`config.mk`:
```
export PLATFORM = sky130hd
export DESIGN_NAME = tmo_output_paths
export DESIGN_NICKNAME = d
export VERILOG_FILES = /design/src/rtl/tmo_pkg.sv /design/src/rtl/tmo_output_paths.sv
export SDC_FILE = /design/constraint.sdc
export NUM_CORES = 1
export LEC_CHECK = 0
export BUFFER_PORTS_ARGS = -buffer_cell sky130_fd_sc_hd__buf_2
export CAP_MARGIN = 20
export CORE_MARGIN = 4
export CORE_UTILIZATION = 49
export DETAILED_ROUTE_END_ITERATION = 10
export PLACE_DENSITY_LB_ADDON = 0.05
export REMOVE_ABC_BUFFERS = 1
export SETUP_SLACK_MARGIN = 0.1
export SLEW_MARGIN = 30
export SYNTH_ARGS = -nofsm -noshare
export SYNTH_HDL_FRONTEND = slang
export SYNTH_SLANG_ARGS = --single-unit
```
`constraint.sdc`:
```
create_clock -name sys_clk -period 3 [get_ports sys_clk]
set_clock_uncertainty 0.15 [all_clocks]
set_input_delay 0.45 -clock sys_clk [delete_from_list [all_inputs] [get_ports sys_clk]]
set_output_delay 0.45 -clock sys_clk [all_outputs]
set_load 0.01 [all_outputs]
```
`src/rtl/tmo_pkg.sv`:
```
// Package for the T1 monitor output paths block: register map, fields, timing.
// Assumes a 25 MHz system clock and an APB master with 32-bit data.
package tmo_pkg;

  // ==========================================================================
  // Register byte offsets
  localparam logic [7:0] CTRL_OFS      = 8'h00;
  localparam logic [7:0] BOM_OFS       = 8'h04;
  localparam logic [7:0] LOOP_OFS      = 8'h08;
  localparam logic [7:0] IRQ_STAT_OFS  = 8'h0C;
  localparam logic [7:0] IRQ_MASK_OFS  = 8'h10;
  localparam logic [7:0] STATE_OFS     = 8'h14;

  // ==========================================================================
  // Field positions and reset values
  localparam int          CTRL_BME_BIT  = 0;
  localparam int          CTRL_ACK_BIT  = 1;
  localparam logic [1:0]  CTRL_RESET    = 2'h0;
  localparam logic [7:0]  BOM_RESET     = 8'h00;
  localparam logic [1:0]  LOOP_RESET    = 2'h0;
  localparam logic [3:0]  IRQ_MASK_RESET = 4'h0;
  localparam logic [7:0]  FLAG_BYTE     = 8'hFF;
  localparam int          EV_SECOND     = 0;
  localparam int          EV_G1         = 1;
  localparam int          EV_G2         = 2;
  localparam int          EV_BOM_WORD   = 3;

  // ==========================================================================
  // Loopback modes
  typedef enum logic [1:0] {
    TMO_NORMAL     = 2'b00,
    TMO_PAYLOAD    = 2'b01,
    TMO_CODE_UP    = 2'b10,
    TMO_CODE_DOWN  = 2'b11
  } tmo_mode_t;

  // ==========================================================================
  // Frame and timer figures
  localparam int          BITS_PER_FRAME  = 256;
  localparam logic [11:0] HALF_SEC_FRAMES = 12'd4000;
  localparam logic [2:0]  CODE_UP_LEN     = 3'd5;
  localparam logic [4:0]  CODE_UP_PAT     = 5'h01;
  localparam logic [2:0]  CODE_DOWN_LEN   = 3'd3;
  localparam logic [4:0]  CODE_DOWN_PAT   = 5'h01;
  localparam logic [3:0]  BOM_WORD_LAST   = 4'hF;

endpackage

```
`src/rtl/tmo_output_paths.sv`:
```
// Output paths of a T1 monitor: data link output, one second timer, grouped
// interrupt request and transmit data stream multiplexer with loopback codes.
// Assumes bit clock, frame pulse and serial inputs arrive from outside the
// system clock domain; registers are reached over APB.
//
// Summary of operation
// - With message mode on, the link output shifts an FF flag then the message byte.
// - With message mode off, the link input reaches the link output with no re-timing.
// - A one second square wave, half low then half high, is made from the frame pulse.
// - The interrupt pin is open drain: driven low to request, else released.
// - Writing the acknowledge bit low makes the device release the interrupt pin.
// - After acknowledge a group may not request again until all its sources go idle.
// - The transmit output is a 2.048 Mbit/s stream carrying the 24 trunk channels.
// - Normal mode sends the first data input, payload loopback the second.
// - Loop code generation fills the 24 trunk channels with the up or down code.
// - While reset is asserted every function but the link pass-through is held in its idle state.
//
// Chosen here: the APB slave port and the register offsets.
`timescale 1ns/1ps

module tmo_output_paths #(
  parameter int G1_WIDTH = 4,
  parameter int G2_WIDTH = 4
) (
  input  wire logic                sys_clk,
  input  wire logic                rst,
  input  wire logic                psel,
  input  wire logic                penable,
  input  wire logic                pwrite,
  input  wire logic [7:0]          paddr,
  input  wire logic [31:0]         pwdata,
  output logic      [31:0]         prdata,
  output logic                     pready,
  output logic                     pslverr,
  input  wire logic                bit_clock_in,
  input  wire logic                frame_pulse_n_in,
  input  wire logic                link_data_in,
  output logic                     link_data_out,
  input  wire logic                tx_data_normal_in,
  input  wire logic                tx_data_loopback_in,
  output logic                     tx_data_out,
  output logic                     one_second_out,
  output logic                     irq_pin_out,
  output logic                     irq_pin_oe_n,
  output logic                     irq_line,
  input  wire logic [G1_WIDTH-1:0] g1_sources,
  input  wire logic [G2_WIDTH-1:0] g2_sources
);

  // ==========================================================================
  // Pin synchronisers: three stages, level moves when stages two and three agree
  localparam int NSYNC = 5;
  logic [NSYNC-1:0] pin_raw;
  logic [NSYNC-1:0] pin_lvl;
  logic             bclk_prev;
  logic             frm_prev;
  logic             bit_rise;
  logic             frame_start;

  assign pin_raw = {tx_data_loopback_in, tx_data_normal_in, link_data_in,
                    frame_pulse_n_in, bit_clock_in};

  genvar gi;
  generate
    for (gi = 0; gi < NSYNC; gi++) begin : g_sync
      logic [2:0] stg;
      always_ff @(posedge sys_clk or posedge rst) begin
        if (rst) begin
          stg <= 3'h7;
        end else begin
          stg <= {stg[1:0], pin_raw[gi]};
        end
      end
      always_ff @(posedge sys_clk or posedge rst) begin
        if (rst) begin
          pin_lvl[gi] <= 1'b1;
        end else if (stg[1] == stg[2]) begin
          pin_lvl[gi] <= stg[2];
        end
      end
    end
  endgenerate

  always_ff @(posedge sys_clk or posedge rst) begin
    if (rst) begin
      bclk_prev <= 1'b1;
      frm_prev  <= 1'b1;
    end else begin
      bclk_prev <= pin_lvl[0];
      frm_prev  <= pin_lvl[1];
    end
  end

  assign bit_rise    = pin_lvl[0] & ~bclk_prev;
  assign frame_start = ~pin_lvl[1] & frm_prev;

  // ==========================================================================
  // Registers
  logic [1:0]  ctrl;
  logic [7:0]  bit_oriented_message;
  logic [1:0]  loop_req;
  logic [3:0]  irq_stat;
  logic [3:0]  irq_mask;
  logic [3:0]  ev;
  logic        acc;
  logic        wr_go;
  tmo_pkg::tmo_mode_t mode;
  logic        ack_f;
  logic [1:0]  armed;
  logic [1:0]  pend;
  logic        sec_tick;
  logic        bom_done;

  // Access phase gets one wait cycle so read data can come from a flip-flop
  assign acc   = psel & penable;
  assign wr_go = acc & pready & pwrite;

  always_ff @(posedge sys_clk or posedge rst) begin
    if (rst) begin
      pready  <= 1'b0;
      pslverr <= 1'b0;
      prdata  <= 32'h0000_0000;
    end else begin
      pready  <= acc & ~pready;
      pslverr <= 1'b0;
      prdata  <= 32'h0000_0000;
      if (acc & ~pready) begin
        if (paddr == tmo_pkg::CTRL_OFS) begin
          prdata <= {30'h0, ctrl};
        end else if (paddr == tmo_pkg::BOM_OFS) begin
          prdata <= {24'h0, bit_oriented_message};
        end else if (paddr == tmo_pkg::LOOP_OFS) begin
          prdata <= {30'h0, loop_req};
        end else if (paddr == tmo_pkg::IRQ_STAT_OFS) begin
          prdata <= {28'h0, irq_stat};
        end else if (paddr == tmo_pkg::IRQ_MASK_OFS) begin
          prdata <= {28'h0, irq_mask};
        end else if (paddr == tmo_pkg::STATE_OFS) begin
          prdata <= {25'h0, one_second_out, mode, armed, pend};
        end else begin
          pslverr <= 1'b1;
        end
      end
    end
  end

  always_ff @(posedge sys_clk or posedge rst) begin
    if (rst) begin
      ctrl     <= tmo_pkg::CTRL_RESET;
      bit_oriented_message      <= tmo_pkg::BOM_RESET;
      loop_req <= tmo_pkg::LOOP_RESET;
      irq_mask <= tmo_pkg::IRQ_MASK_RESET;
    end else if (wr_go) begin
      if (paddr == tmo_pkg::CTRL_OFS) begin
        ctrl <= pwdata[1:0];
      end else if (paddr == tmo_pkg::BOM_OFS) begin
        bit_oriented_message <= pwdata[7:0];
      end else if (paddr == tmo_pkg::LOOP_OFS) begin
        loop_req <= pwdata[1:0];
      end else if (paddr == tmo_pkg::IRQ_MASK_OFS) begin
        irq_mask <= pwdata[3:0];
      end
    end
  end

  // ==========================================================================
  // Event status, write one to clear; a new event wins over the clear
  assign ev = {bom_done, ack_f & armed[1] & (|g2_sources),
               ack_f & armed[0] & (|g1_sources), sec_tick};

  always_ff @(posedge sys_clk or posedge rst) begin
    if (rst) begin
      irq_stat <= 4'h0;
      irq_line <= 1'b0;
    end else begin
      if (wr_go && paddr == tmo_pkg::IRQ_STAT_OFS) begin
        irq_stat <= (irq_stat & ~pwdata[3:0]) | ev;
      end else begin
        irq_stat <= irq_stat | ev;
      end
      irq_line <= |(irq_stat & irq_mask);
    end
  end

  // ==========================================================================
  // Frame boundary sampling of acknowledge and loopback mode
  always_ff @(posedge sys_clk or posedge rst) begin
    if (rst) begin
      mode  <= tmo_pkg::TMO_NORMAL;
      ack_f <= 1'b0;
    end else if (frame_start) begin
      mode  <= tmo_pkg::tmo_mode_t'(loop_req);
      ack_f <= ctrl[tmo_pkg::CTRL_ACK_BIT];
    end
  end

  // ==========================================================================
  // Grouped interrupt request
  logic [1:0] grp_any;
  assign grp_any = {|g2_sources, |g1_sources};

  always_ff @(posedge sys_clk or posedge rst) begin
    if (rst) begin
      armed <= 2'b11;
      pend  <= 2'b00;
    end else begin
      for (int g = 0; g < 2; g++) begin
        if (!ack_f) begin
          pend[g]  <= 1'b0;
          armed[g] <= armed[g] & ~pend[g];
        end else if (armed[g] && grp_any[g]) begin
          pend[g]  <= 1'b1;
          armed[g] <= 1'b0;
        end else if (!pend[g] && !grp_any[g]) begin
          armed[g] <= 1'b1;
        end
      end
    end
  end

  // Pin only pulled low, never driven high; pull-up makes the high level
  always_ff @(posedge sys_clk or posedge rst) begin
    if (rst) begin
      irq_pin_out  <= 1'b0;
      irq_pin_oe_n <= 1'b1;
    end else begin
      irq_pin_out  <= 1'b0;
      irq_pin_oe_n <= ~(|pend);
    end
  end

  // ==========================================================================
  // One second timer
  logic [11:0] frm_cnt;

  always_ff @(posedge sys_clk or posedge rst) begin
    if (rst) begin
      frm_cnt        <= 12'h000;
      one_second_out <= 1'b0;
      sec_tick       <= 1'b0;
    end else begin
      sec_tick <= 1'b0;
      if (frame_start) begin
        if (frm_cnt == tmo_pkg::HALF_SEC_FRAMES - 12'd1) begin
          frm_cnt        <= 12'h000;
          one_second_out <= ~one_second_out;
          sec_tick       <= ~one_second_out;
        end else begin
          frm_cnt <= frm_cnt + 12'd1;
        end
      end
    end
  end

  // ==========================================================================
  // Data link: flag and message shifted one bit every second frame
  logic        fdl_phase;
  logic [15:0] fdl_shift;
  logic [3:0]  fdl_cnt;
  logic        fdl_bit;

  always_ff @(posedge sys_clk or posedge rst) begin
    if (rst) begin
      fdl_phase <= 1'b0;
      fdl_shift <= {tmo_pkg::FLAG_BYTE, tmo_pkg::BOM_RESET};
      fdl_cnt   <= 4'h0;
      fdl_bit   <= 1'b1;
      bom_done  <= 1'b0;
    end else begin
      bom_done <= 1'b0;
      if (frame_start) begin
        fdl_phase <= ~fdl_phase;
        if (fdl_phase) begin
          fdl_bit <= fdl_shift[15];
          fdl_cnt <= fdl_cnt + 4'h1;
          if (fdl_cnt == tmo_pkg::BOM_WORD_LAST) begin
            fdl_shift <= {tmo_pkg::FLAG_BYTE, bit_oriented_message};
            bom_done  <= ctrl[tmo_pkg::CTRL_BME_BIT];
          end else begin
            fdl_shift <= {fdl_shift[14:0], 1'b0};
          end
        end
      end
    end
  end

  // Pass-through stays combinational so the external HDLC timing is kept
  assign link_data_out = ctrl[tmo_pkg::CTRL_BME_BIT] ? fdl_bit
                                                       : link_data_in;

  // ==========================================================================
  // Transmit stream multiplexer and loop code generator
  logic [7:0] bit_cnt;
  logic [2:0] code_pos;
  logic [2:0] code_len;
  logic [4:0] code_pat;
  logic       pcm_slot;
  logic       code_bit;
  logic [7:0] slot_idx;

  assign slot_idx = frame_start ? 8'h00 : bit_cnt;
  assign pcm_slot = (slot_idx[4:3] != 2'b11); // Every fourth channel is not trunk
  assign code_len = (mode == tmo_pkg::TMO_CODE_UP) ? tmo_pkg::CODE_UP_LEN : tmo_pkg::CODE_DOWN_LEN;
  assign code_pat = (mode == tmo_pkg::TMO_CODE_UP) ? tmo_pkg::CODE_UP_PAT : tmo_pkg::CODE_DOWN_PAT;
  assign code_bit = (code_pos < code_len) ? code_pat[code_len - 3'd1 - code_pos] : 1'b0;

  always_ff @(posedge sys_clk or posedge rst) begin
    if (rst) begin
      bit_cnt     <= 8'h00;
      code_pos    <= 3'h0;
      tx_data_out <= 1'b1;
    end else if (bit_rise) begin
      bit_cnt <= slot_idx + 8'h01;
      case (mode)
        tmo_pkg::TMO_NORMAL: begin
          tx_data_out <= pin_lvl[3];
        end
        tmo_pkg::TMO_PAYLOAD: begin
          tx_data_out <= pin_lvl[4];
        end
        default: begin
          if (pcm_slot) begin
            tx_data_out <= code_bit;
            code_pos    <= (code_pos >= code_len - 3'd1) ? 3'h0 : code_pos + 3'd1;
          end else begin
            tx_data_out <= pin_lvl[3];
          end
        end
      endcase
    end else if (frame_start) begin
      bit_cnt <= 8'h00;
    end
  end

endmodule // tmo_output_paths

```
Word-level counts from Yosys, hierarchy flattened
Memories as Yosys holds them, arrays and structs flattened. Cells that the tools add are included. Widths: inputs -> output; s select.

$add $sub $neg: 6. Magnitude comparators: 3. Eq/ne operators: 18. Multiplexer cells: 41. Bitwise gates (word level): 29. Reduce and logical (&&, ||, !) cells: 23.

Operators with widths (number): $mux 8 (5); $mux 7 (4); $mux 1 (26); $eq 8x4->1 const B (2); $eq 8x5->1 const B (2); $mux 16 (1); $add 12x1->12 const B (1); $and 1x1->1 (12); $eq 12x12->1 const B (1); $mux 12 (1); $not 1->1 (12); $reduce_or 4->1 (3); $add 8x1->8 const B (1); $and 4x4->4 (2); $eq 8x3->1 const B (1); $logic_not 8->1 (1); $or 4x4->4 (2); $mux 3 (2); $ne 3x1->1 const B (2); $reduce_and 2->1 (3); $reduce_and 3->1 (2); $logic_and 1x1->1 (5); $reduce_and 5->1 (1); $add 4x1->4 const B (1); 19 further kinds (27).

Register bits: 130. Bits in read-only memories: 8. Input bits: 58. Output and inout port bits: 40. Logic and storage cells: 158. Memories kept: 1.

Memories: (no name shown) (words 8, bits a word 1, read ports 1, clocked after memory_dff 0, write ports 0, line tmo_output_paths.sv:305) `assign code_bit = (code_pos < code_len) ? code_pat[code_len - 3'd1 - code_pos] : 1'b0;`.

Longest topological paths before layout
Depth in word-level cells: 9. Depth in mapped cells: 7.

Worst setup path after synthesis
OpenSTA, ideal clock, no wires.

Kind: in2reg. From: input paddr[0]. To: register irq_mask[0]. Arrival: 1.778 ns. Required time: 2.725 ns. Path slack: 0.947 ns. Stages on the path: 4. Path through: or4_4 nor2_1 and4_1 mux2_2.

Longest elaborated chain between the ends: 3. Elaborated cells between the ends (all ways): 8. Classes of those cells: eq/ne (3); bitwise (3); reduce/logical (2).

RTL lines: from (decl) (line tmo_output_paths.sv:30) `input wire logic [7:0] paddr,`; $eq 8x4->1, or another cell as far along (line tmo_output_paths.sv:158) `end else if (paddr == tmo_pkg::LOOP_OFS) begin`; $not 1->1 (no line); $reduce_and 5->1 (no line) *; to (signal assigned) (line tmo_output_paths.sv:152) `irq_mask <= tmo_pkg::IRQ_MASK_RESET;`; to (signal assigned) (line tmo_output_paths.sv:161) `irq_mask <= pwdata[3:0];`; to (decl) (line tmo_output_paths.sv:103) `logic [3:0] irq_mask;`.

Every way passes the cells marked *; elsewhere a longest branch is shown, timed or not. A chain may end at the register's enable or synchronous reset.

Final worst setup path
From: register frm_cnt[0]. To: register frm_cnt[11].

Longest elaborated chain between the ends: 2. Elaborated cells between the ends (all ways): 3. Classes of those cells: add/sub (1); eq/ne (1); mux (1).

RTL lines: from (decl) (line tmo_output_paths.sv:234) `logic [11:0] frm_cnt;`; from (signal assigned) (line tmo_output_paths.sv:249) `frm_cnt <= frm_cnt + 12'd1;`; $add 12x1->12 / $eq 12x12->1 (equally long branches) (line tmo_output_paths.sv:249, tmo_output_paths.sv:244); $mux 12 * (line tmo_output_paths.sv:244) `if (frm_cnt == tmo_pkg::HALF_SEC_FRAMES - 12'd1) begin`.

Marks and branches as above.

==> metrics <==
flop-to-flop setup slack=1.02 ns; via count=a little over 3k; worst hold path class=input pin to async pin; Cell variety after synth=54; DP Worst Slack=0.682 ns; CP startpoint kind=register; Peak Freq=around 0.51 GHz; Die W=approximately 110 um; post-route ant nets=0; total power draw=2.99 mW; Max Slew Vio Count=0; average cell area after synthesis=approximately 12 um2; Reg clk slew, reported paths=approximately 0.1 ns; global-route wire length before repair=14,800 um; final hold viol count=14; Clock Sink Count=103; Initial Utilization=approximately half; top layer in use=met4; slew of the pin with the lowest slew margin=just under 0.6 ns; Post-synth EDFFs=0; met1 wire length=roughly 4000 um; DRT iter0 DRCs=75; worst vdd ir=0.283 mV; worst setup path start=frm_cnt[0]; Adder-Cell Fraction of Synth Area=between 3 and 4%; deepest level of the CTS H-tree=3; met3 routed WL=roughly 460 um; maximum root-to-sink buffer count=2; main combinational cell family by area after synthesis=simple AND/OR/NAND/NOR gates; met2 WL=between 4000 and 5000 um; Synth async-reset ratio=between 90% and 100%; WL final=8780 um; CP Max Fanout=8; Vias/cell=approximately 5.4; GRT Overall Usage=between 10% and 20%; Syn Std Cell Area=4630 um2; Reg2Reg Launch Point=frm_cnt[0]; Final Cell Area=a little over 5000 um2; mux contribution to synthesized area=under 10%; Core ar.=about 9200 um2; Die Ht=approximately 110 um; Synth top area share=approximately 39%; RSZ-0062 raised after global routing=no; gr ovfl total=0; post-synthesis xor/xnor area fraction=around 2.8%; setup violators final=0; post-synthesis sequential area ratio=a little under three fifths; Hold WS=-0.00547 ns; Gate Count Post-Synth=390; Yosys top cell by area=dfrtp_1; kind of critical path=register to register; crit end category=register; largest net degree at the start of global routing=between 40 and 50; CTS buffer count=9; 1st-pass router iterations=4; top post-synthesis cells by area=dfrtp_1 39%, dfstp_2 18%, mux2_2 5.1%, buf_4 4.1%, mux2i_1 3.2%; WP data arrival=~2.1 ns; DRC viols=0; power density over cell area=roughly 580 nW/um2; simple-gate portion of the synthesized area=approximately 15%; CTS tree=built; Pleak=between 2 and 2.5 nW; synth warn=0; HPWL after DPL=around 6200 um; top cells by instance count after synthesis=72 x dfrtp_1, 39 x nand2_1, 31 x dfstp_2, 25 x buf_4, 21 x mux2_2; max cap viols=0; failing checks=negative hold slack; CTS Root Cell=clkbuf_8; ys flop type=dfrtp_1; status=finished with violations; GP Congestion=0.805; die area=11,100 um2; R2R Path End=frm_cnt[11]; io pins=slightly below 100; clk_lat worst skew=roughly 0.38 ns; fraction of the cycle the final worst path needs=roughly 66%; initial antenna violation count=0; port bufs=48; synthesized flop and latch total=just over 100; Layout area overhead=11.3%; Synth Area in Compound Gates=7.98%; ant diodes=0; worst relative slew slack=60.4%; count leader, synth=dfrtp_1; post-layout minimum cycle time=between 1.5 and 2 ns; row cnt=35; share of post-route cells with drive strength above 1=29.0%; Net count, final=between 500 and 600; vias in the first global route=around 3k; r2r worst-path depth=5; Worst Path Required=3.12 ns; placed instance area=slightly below 5000 um2; drt wl/cell=15.6 um; setup ws final=approximately 1.0 ns
## flip-flops by register name, indices dropped and copies added (netlist names), 5 cells and up
name                  cells
frm_cnt                  12
bit_oriented_message      8
bit_cnt                   5
fdl_shift                16
prdata                    8
g_sync.stg               12
## area by class of cell
class	count	area, um2
repair buffers	57	318
fillers	814	4050
multi-input cells	265	1830
inverters	10	40.0
clock buffers	9	124
flip-flops and latches	103	2620
well taps	111	139
clock inverters	7	80.1
## placed cells by master, fill, tap and decap left out, types with 4 or more instances in the layout
master and instances:
dfstp_2 31, conb_1 25, nor4_1 5, ha_1 8, maj3_1 4, clkbuf_8 9, and3b_1 4, and2_1 5
a221oi_1 4, buf_4 5, buf_2 48, nand2_1 39, nand4_1 9, mux2i_1 15, dlygate4sd3_1 4, nor3_1 5
xor2_1 7, nand3_1 9, o21ai_0 12, nor2b_1 6, nand2b_1 8, inv_1 9, o22a_1 8, dfrtp_1 72
mux2_2 21, xnor2_1 8, nor2_1 17, a21oi_1 5
## critical path, cell delays in order, from the launching register on
cell and delay, ns:
dfrtp_1 0.42, ha_1 0.22, nand3b_1 0.24, nor4_4 0.50
nor2_1 0.07, mux2_2 0.27
## per-layer routing
| layer | vias up | track usage [%] |
|---|---|---|
| li1 | 1444 | - |
| met2 | 78 | 27.4 |
| met1 | 1503 | 22.1 |
| met3 | 11 | 5.37 |
| met5 | - | 0 |
| met4 | 0 | 3.75 |
## cells by family (layout without fill, tap and decap cells)
group                      Yosys count  in the layout
buffers and inverters               46             83
other                                1             25
muxes                               36             36
and+or+nand+nor                    126            126
xor gates and xnor gates            15             15
adders and majority gates           12             12
AOI/OAI and AO/OA                   51             51
DFF                                103            103
## report_power, final
| part | switching (mW) | internal (mW) | total [mW] |
|---|---|---|---|
| combinational | 0.205 | 0.177 | 0.382 |
| clock | 0.500 | 0.396 | 0.895 |
| sequential | 0.114 | 1.60 | 1.72 |
## how the worst max path moves through the flow
stage                        to
CTS                 frm_cnt[11]
floorplan                 ack_f
detailed placement  irq_mask[2]
global placement    irq_mask[2]
global route        frm_cnt[11]
finish              frm_cnt[11]
## per-stage QoR
stage	setup TNS, ns	cells	util, %
after floorplan	-18.18	378	-
after global placement	0	542	53.3
after detailed placement	0	542	53.3
after CTS	0	561	55.9
after global routing	0	562	56.0
final	0	562	56.0
## repair_timing
| action | CTS | global route |
|---|---|---|
| hold buffers | 3 | 1 |
| hold endpoints to repair | 3 | 1 |
| gates resized for setup | 0 | 0 |
| setup buffers | 0 | 0 |
| endpoints found under the setup margin | 0 | 0 |
No activity file was read; power rests on OpenSTA's default activity.
